$ cat src/hw/pst_defs.svh
// Purpose: offsets, field positions, reset values of the time-stamp unit
// Assumes: 16-bit register address, 32-bit data
// Notes: definitions only
`ifndef PST_DEFS_SVH
`define PST_DEFS_SVH
// register offsets
`define PST_OFS_SYS_LO    16'hB600
`define PST_OFS_SYS_HI    16'hB604
`define PST_OFS_INC       16'hB608
`define PST_OFS_ADJ_LO    16'hB60C
`define PST_OFS_ADJ_HI    16'hB610
`define PST_OFS_TX_CTL    16'hB614
`define PST_OFS_STAMP_LO  16'hB618
`define PST_OFS_STAMP_HI  16'hB61C
`define PST_OFS_UDP       16'hB638
`define PST_OFS_IRQ_STAT  16'hB640
`define PST_OFS_IRQ_MASK  16'hB644
// field positions
`define PST_BIT_VALID     0
`define PST_BIT_EN        4
`define PST_BIT_PKT       5
`define PST_BIT_SIGN      31
`define PST_BIT_EV_CAP    0
`define PST_BIT_EV_MISS   1
// reset values
`define PST_RST_UDP       16'h0319
`define PST_RST_ZERO32    32'h0000_0000
`endif

$ cat src/hw/pst_pkg.sv
// Purpose: state types of the time-stamp unit
// Assumes: pst_defs.svh holds all numbers
// Notes: one packed struct per stateful module, none for pst_time_calc
package pst_pkg;
    // whole state of the top module
    typedef struct packed {
        logic [63:0] sysTime;
        logic [23:0] incValue;
        logic [7:0]  incPeriod;
        logic [31:0] adjLow;
        logic [31:0] adjHigh;
        logic        adjPend;
        logic        txEn;
        logic        pktMode;
        logic        txValid;
        logic [31:0] stampLow;
        logic [31:0] stampHigh;
        logic [15:0] udpPort;
        logic [1:0]  irqStat;
        logic [1:0]  irqMask;
        logic [31:0] rdData;
    } pst_state_t;
    // state of the period divider
    typedef struct packed {
        logic [7:0] cnt;
    } pst_tick_t;
endpackage

$ cat src/hw/pst_period_tick.sv
// Purpose: one-cycle advance enable every period clocks
// Assumes: period of zero means no advance
// Notes: counter restarts when stopped
`timescale 1ns/100ps
module pst_period_tick (
    input  wire logic       clk,
    input  wire logic       arst_n,
    input  wire logic       run,
    input  wire logic [7:0] period,
    output logic            tick
);
    import pst_pkg::*;
    pst_tick_t s_q;  // registered state
    pst_tick_t s_d;  // next state
    // pulse on the last count of the period
    assign tick = run && (period != 8'h00) && (s_q.cnt >= period - 8'h01);
    // next count
    always_comb begin
        s_d = s_q;
        if (!run || tick) begin
            s_d.cnt = 8'h00;  // restart, also after a smaller period is written
        end else begin
            s_d.cnt = s_q.cnt + 8'h01;
        end
    end
    // state register
    always_ff @(posedge clk or negedge arst_n) begin
        if (!arst_n) begin
            s_q <= '0;
        end else begin
            s_q <= s_d;
        end
    end
endmodule // pst_period_tick

$ cat src/hw/pst_time_calc.sv
// Purpose: next system time from increment and signed adjustment
// Assumes: both terms may apply in the same cycle
// Notes: purely combinational, wraps modulo 2^64
`timescale 1ns/100ps
`include "pst_defs.svh"
module pst_time_calc (
    input  wire logic [63:0] curTime,
    input  wire logic [23:0] incValue,
    input  wire logic        incEn,
    input  wire logic        adjEn,
    input  wire logic [31:0] adjLow,
    input  wire logic [31:0] adjHigh,
    output logic      [63:0] nextTime
);
    import pst_pkg::*;
    logic [63:0] mag;    // 63-bit adjust magnitude
    logic [63:0] delta;  // two's complement adjust term
    logic [63:0] inc;    // widened increment
    // sign bit selects add or subtract
    always_comb begin
        mag   = {1'b0, adjHigh[30:0], adjLow};
        delta = adjHigh[`PST_BIT_SIGN] ? (~mag + 64'h1) : mag;
        if (!adjEn) begin
            delta = 64'h0;
        end
        inc      = incEn ? {40'h0, incValue} : 64'h0;
        nextTime = curTime + inc + delta;
    end
endmodule // pst_time_calc

$ cat src/hw/pst_top.sv
// Purpose: system time keeper with transmit time stamp capture
// Assumes: capture strobe and udp port come from the transmit datapath
// Notes: registers on a plain strobe port, read data one cycle later
//
// Implementation choice: strobed register access.
`timescale 1ns/100ps
`include "pst_defs.svh"
// Contract
// - udp port register, reset 0x0319, network order
// - capture sets valid; high-stamp read clears
// - control bit 4 enables transmit capture
// - packet mode adds increment per stamp
// - packet mode ignores increment period
// - adjust applied on next clock
// - stamp low/high read-only, reset zero
// - 64-bit system time, two words
// - increment value 23:0, period 31:24
// - adjust magnitude 63 bits, bit 31 sign
module pst_top (
    input  wire logic        clk,
    input  wire logic        arst_n,
    input  wire logic [15:0] regAddr,
    input  wire logic [31:0] regWrData,
    input  wire logic        regWr,
    input  wire logic        regRd,
    output logic      [31:0] regRdData,
    input  wire logic        txPktDone,
    input  wire logic        txIsUdp,
    input  wire logic [15:0] txUdpPort,
    output logic      [15:0] stampPortNumber,
    output logic      [63:0] systemTime,
    output logic             irq
);
    import pst_pkg::*;
    pst_state_t s_q;       // registered state
    pst_state_t s_d;       // next state
    logic       tick;      // normal mode advance enable
    logic       isEvent;   // qualifying transmit packet
    logic       capture;   // stamp taken this cycle
    logic       miss;      // event dropped, stamp still unread
    logic       incEn;     // increment applies this cycle
    logic       timeWr;    // software writes system time
    logic       hiRead;    // high stamp read
    logic       adjWr;     // adjust high word written
    logic [63:0] nextTime; // advanced system time

    // divider only runs in normal mode
    pst_period_tick u_tick (
        .clk    (clk),
        .arst_n (arst_n),
        .run    (!s_q.pktMode),
        .period (s_q.incPeriod),
        .tick   (tick)
    );

    // adder for increment and adjust
    pst_time_calc u_calc (
        .curTime  (s_q.sysTime),
        .incValue (s_q.incValue),
        .incEn    (incEn),
        .adjEn    (s_q.adjPend),
        .adjLow   (s_q.adjLow),
        .adjHigh  (s_q.adjHigh),
        .nextTime (nextTime)
    );

    // packet qualification, port compared in wire byte order
    assign isEvent = txPktDone && txIsUdp && (txUdpPort == s_q.udpPort);
    assign capture = isEvent && s_q.txEn && !s_q.txValid;
    assign miss    = isEvent && s_q.txEn && s_q.txValid;
    // advance source depends on mode
    assign incEn   = s_q.pktMode ? capture : tick;
    assign timeWr  = regWr && (regAddr == `PST_OFS_SYS_LO || regAddr == `PST_OFS_SYS_HI);
    assign hiRead  = regRd && (regAddr == `PST_OFS_STAMP_HI);
    assign adjWr   = regWr && (regAddr == `PST_OFS_ADJ_HI);

    // outputs from flops, irq masks the status flops through an AND-OR
    assign regRdData       = s_q.rdData;
    assign stampPortNumber = s_q.udpPort;
    assign systemTime      = s_q.sysTime;
    assign irq             = |(s_q.irqStat & s_q.irqMask);

    // next state: time, capture, registers, read data
    always_comb begin
        s_d = s_q;
        // time advance and adjust
        s_d.sysTime = nextTime;
        s_d.adjPend = 1'b0;                     // one-shot adjust
        // stamp capture takes the time before this cycle's advance
        if (capture) begin
            s_d.stampLow  = s_q.sysTime[31:0];
            s_d.stampHigh = s_q.sysTime[63:32];
        end
        // valid: set wins over the clearing read
        if (hiRead) begin
            s_d.txValid = 1'b0;
        end
        if (capture) begin
            s_d.txValid = 1'b1;
        end
        // software writes
        if (regWr) begin
            case (regAddr)
                `PST_OFS_SYS_LO: begin
                    s_d.sysTime[31:0] = regWrData;
                end
                `PST_OFS_SYS_HI: begin
                    s_d.sysTime[63:32] = regWrData;
                end
                `PST_OFS_INC: begin
                    s_d.incValue  = regWrData[23:0];
                    s_d.incPeriod = regWrData[31:24];
                end
                `PST_OFS_ADJ_LO: begin
                    s_d.adjLow = regWrData;
                end
                `PST_OFS_ADJ_HI: begin
                    s_d.adjHigh = regWrData;
                    s_d.adjPend = 1'b1;
                end
                `PST_OFS_TX_CTL: begin
                    s_d.txEn    = regWrData[`PST_BIT_EN];
                    s_d.pktMode = regWrData[`PST_BIT_PKT];
                end
                `PST_OFS_UDP: begin
                    s_d.udpPort = regWrData[15:0];
                end
                `PST_OFS_IRQ_MASK: begin
                    s_d.irqMask = regWrData[1:0];
                end
                `PST_OFS_IRQ_STAT: begin
                    s_d.irqStat = s_q.irqStat & ~regWrData[1:0];
                end
                default: begin
                    // unmapped or read-only: ignored
                end
            endcase
        end
        // events set after the clear so a coincident event survives
        if (capture) begin
            s_d.irqStat[`PST_BIT_EV_CAP] = 1'b1;
        end
        if (miss) begin
            s_d.irqStat[`PST_BIT_EV_MISS] = 1'b1;
        end
        // read data for the next cycle, zero when unmapped
        s_d.rdData = 32'h0000_0000;
        if (regRd) begin
            case (regAddr)
                `PST_OFS_SYS_LO:   s_d.rdData = s_q.sysTime[31:0];
                `PST_OFS_SYS_HI:   s_d.rdData = s_q.sysTime[63:32];
                `PST_OFS_INC:      s_d.rdData = {s_q.incPeriod, s_q.incValue};
                `PST_OFS_ADJ_LO:   s_d.rdData = s_q.adjLow;
                `PST_OFS_ADJ_HI:   s_d.rdData = s_q.adjHigh;
                `PST_OFS_TX_CTL:   s_d.rdData = {26'h0, s_q.pktMode, s_q.txEn, 3'h0, s_q.txValid};
                `PST_OFS_STAMP_LO: s_d.rdData = s_q.stampLow;
                `PST_OFS_STAMP_HI: s_d.rdData = s_q.stampHigh;
                `PST_OFS_UDP:      s_d.rdData = {16'h0, s_q.udpPort};
                `PST_OFS_IRQ_STAT: s_d.rdData = {30'h0, s_q.irqStat};
                `PST_OFS_IRQ_MASK: s_d.rdData = {30'h0, s_q.irqMask};
                default:           s_d.rdData = 32'h0000_0000;
            endcase
        end
    end

    // state register, constants only under reset
    always_ff @(posedge clk or negedge arst_n) begin
        if (!arst_n) begin
            s_q         <= '0;
            s_q.udpPort <= `PST_RST_UDP;
        end else begin
            s_q <= s_d;
        end
    end
endmodule // pst_top

$ cat config.mk
export PLATFORM = sky130hd
export DESIGN_NAME = pst_top
export DESIGN_NICKNAME = d
export VERILOG_FILES = /design/src/hw/pst_pkg.sv /design/src/hw/pst_period_tick.sv /design/src/hw/pst_time_calc.sv /design/src/hw/pst_top.sv
export VERILOG_INCLUDE_DIRS = /design/src /design/src/hw
export SDC_FILE = /design/constraint.sdc
export NUM_CORES = 1
export LEC_CHECK = 0
export ABC_AREA = 1
export BUFFER_PORTS_ARGS = -buffer_cell sky130_fd_sc_hd__buf_2
export CAP_MARGIN = 10
export CORE_MARGIN = 10
export CORE_UTILIZATION = 55
export CTS_BUF_LIST = sky130_fd_sc_hd__clkbuf_4
export DETAILED_ROUTE_END_ITERATION = 6
export PLACE_DENSITY = 0.74
export REMOVE_ABC_BUFFERS = 1
export SLEW_MARGIN = 20
export SYNTH_ARGS = -nofsm -noshare
export SYNTH_HDL_FRONTEND = slang
export SYNTH_HIERARCHICAL = 1
export SYNTH_SLANG_ARGS = --single-unit
$ cat constraint.sdc
create_clock -name clk -period 8.3 [get_ports clk]
set_clock_uncertainty 0.15 [all_clocks]
set_input_delay 1.66 -clock clk [delete_from_list [all_inputs] [get_ports clk]]
set_output_delay 1.66 -clock clk [all_outputs]
set_load 0.02 [all_outputs]
==> results.cfg <==
[outcome]
status = finished clean

[sta]
worst_slew_pin_slew_ns = 1.159
worst_hold_slack_ns = 0.3305
fin_tns_setup_ns = 0
fmax_ghz = 0.1721
setup-violations-final = 0
finalCriticalPeriod_ns = 5.809
layout_setup_ws_ns = 2.491
fin_crit_sh_pct = 69.99
hold_viol = 0
finalMaxSlewViolations = 0
rsz0062_at_grt = false
slew_headroom_pct = 22.48

[logic_synthesis]
synth_most_common_cell = nand2_1
async_reset_ff_share_pct = 100.0
yosys.area.top_type = dfrtp_1
syn_area_um2 = 24210
syn-instance-count = 3820
yosys_most_used_dff = dfrtp_1
ys_seq_area_share_pct = 29.79
synth.area.top_cells = dfrtp_1 29%, nand2_1 20%, inv_1 9.0%, nand3_1 6.4%, ha_1 5.8%
yosysWarnings = 6
synthTopCellsByCount = 1321 x nand2_1, 578 x inv_1, 374 x nor2_1
synth_top_area_share_pct = 29.25
synth_cell_type_count = 49
syn_area_per_cell_um2 = 6.339
ys_seq_elements = 288
synth-edff-count = 0

[setup_path]
required_ns = 8.84
arrival_ns = 6.35
cp-start-kind = flop
crit_fanout = 19
endpoint_kind = flop
critPathSlowestCell = fa_1
worstSetupPathType = flop to flop
slowest_delay_ns = 0.50
critPathMostFrequentCell = nand2_1

[cells_and_area]
multi_input_area_um2 = 13380
regArea_um2 = 7214
drive_gt1_share_pct = 11.59
nets = 4097
nFillCells = 4437
fin_cells = 4541
area_growth_pct = 6.346
utilization_pct = 59.51
design_area_um2 = 25750

[power]
p_sw_mw = 0.7550
internal_power_mw = 2.175
leakagePower_nw = 15.29
swShare_pct = 25.77
clockPowerShare_pct = 48.4
total_power_mw = 2.930
p_seq_share_pct = 48.0
power.density_nw_per_um2 = 113.8
p_comb_share_pct = 3.6
worst_ir_drop_vdd_mv = 0.1154

[clock_tree]
postCtsSetupRepairBufs = 0
clk-insertion-delay-late_ns = 0.87
cts_tree = built
hold_buffers = 0
cts_resized = 0
cts_max_level = 3
clock-sinks = 288
clk_transition_reported_paths_ns = 0.06
cts_buffer_depth = 3
clock_tree.root_cell = clkbuf_4
numCtsBuffers = 85

[routing]
vias = 25205
wl_per_cell_um = 21.73
wirelength_mm = 98.66
drt-pass1-iter-count = 7
drtAntennaViolNets = 0
vias_per_cell = 5.551
first_iter_violations = 3272
post-route-drc-count = 0

[worst_hold_path]
hold_path_class = flop to flop

[floorplanning]
core_region_area_um2 = 43270
die_area_um2 = 52820
die_y_um = 229.8
io_pins = 183
fp.dieW_um = 229.8
placementRows = 76
start_util_pct = 55.96

[grt]
grt_pass1_wl_mm = 144.8
grt_max_degree = 130
grt-ovfl-total = 0
grt_usage_pct = 36.39
antenna_found_initial = 2
grt_pass1_vias = 23126

[place]
dp.cells = 4387
place_area_um2 = 24630
gp_congestion = 1.058
hpwl_mm = 77.38
portBuffers = 182
dpl_worst_slack_ns = 2.051

[flow_run]
max_cap_violations = 0
==> worst max-delay path: cells and delay by family, from the launching register on <==
family | cells | cell delay (ns)
simple gates | 18 | 2.36
fa+ha+maj | 4 | 1.43
buf+inv | 5 | 0.67
flops | 1 | 0.49
compound gates | 3 | 0.35
xor+xnor | 1 | 0.17
==> layout make-up <==
| type | instances | share of cell area (%) |
|---|---|---|
| Sequential cell | 288 | 28.02 |
| Antenna cell | 4 | 0.03887 |
| Clock inverter | 25 | 0.6171 |
| Inverter | 599 | 8.741 |
| Timing Repair Buffer | 199 | 4.121 |
| Multi-Input combinational cell | 2716 | 51.98 |
| Clock buffer | 125 | 3.644 |
| Tap cell | 585 | 2.843 |
==> per-layer routing <==
| metal | routed length [um] | GRT usage [%] | share of wire [%] |
|---|---|---|---|
| met2 | 43060 | 55.40 | 44 |
| met3 | 11050 | 8.963 | 11 |
| met1 | 40130 | 48.30 | 41 |
| met5 | 0 | 0 | 0 |
| met4 | 4422 | 15.93 | 4.5 |
==> power groups by stage <==
stage | clock [mW] | sequential (mW) | combinational (mW)
floorplan | 0 | 1.43 | 0.0277
global placement | 0 | 1.43 | 0.105
detailed placement | 0 | 1.43 | 0.105
CTS | 1.43 | 1.41 | 0.105
global route | 1.51 | 1.40 | 0.115
finish | 1.42 | 1.41 | 0.107
==> worst paths after layout <==
path                                 startpoint                       end  slack, ns  depth (start not counted)
max                        s_q[186]$_DFFE_PN0P_  systemTime[61]$_DFF_PN0_       2.49                         31
min                         s_q[90]$_DFFE_PN0P_       s_q[90]$_DFFE_PN0P_       0.33                          2
max reg2reg                s_q[186]$_DFFE_PN0P_  systemTime[61]$_DFF_PN0_       2.49                         31
min reg2reg                 s_q[90]$_DFFE_PN0P_       s_q[90]$_DFFE_PN0P_       0.33                          2
max in group asynchronous                arst_n       s_q[33]$_DFFE_PN0P_       5.86                          2
min in group asynchronous                arst_n    regRdData[6]$_DFF_PN0_       0.68                          1
==> placed cells by master (no fill, tap or decap), types with 10 or more instances in the layout <==
master	instances
a21oi_1	73
buf_2	181
buf_4	16
clkbuf_4	125
clkinv_1	19
dfrtp_1	282
fa_1	25
ha_1	113
inv_1	577
inv_2	20
nand2_1	1321
nand2_2	20
nand3_1	312
nand4_1	47
nor2_1	373
nor2_2	31
nor2_4	20
nor3_1	24
o21ai_0	137
o21ai_1	105
o21bai_1	10
xor2_1	42
==> registers in the layout, summed over array words and instances, names as in the netlist <==
| name | cells |
|---|---|
| regRdData | 32 |
| s_q | 168 |
| stampPortNumber | 16 |
| systemTime | 64 |
| u_tick/s_q | 8 |
==> cells by family after synthesis <==
group,after synthesis,share of synthesized area [%]
buffers and inverters,816,14.99
adder cells (fa/ha/maj),138,7.906
XOR/XNOR,51,1.845
AO/OA/AOI/OAI,345,7.513
flip-flops,288,29.79
AND/OR/NAND/NOR,2182,37.95
(Power assumes the default switching activity.)
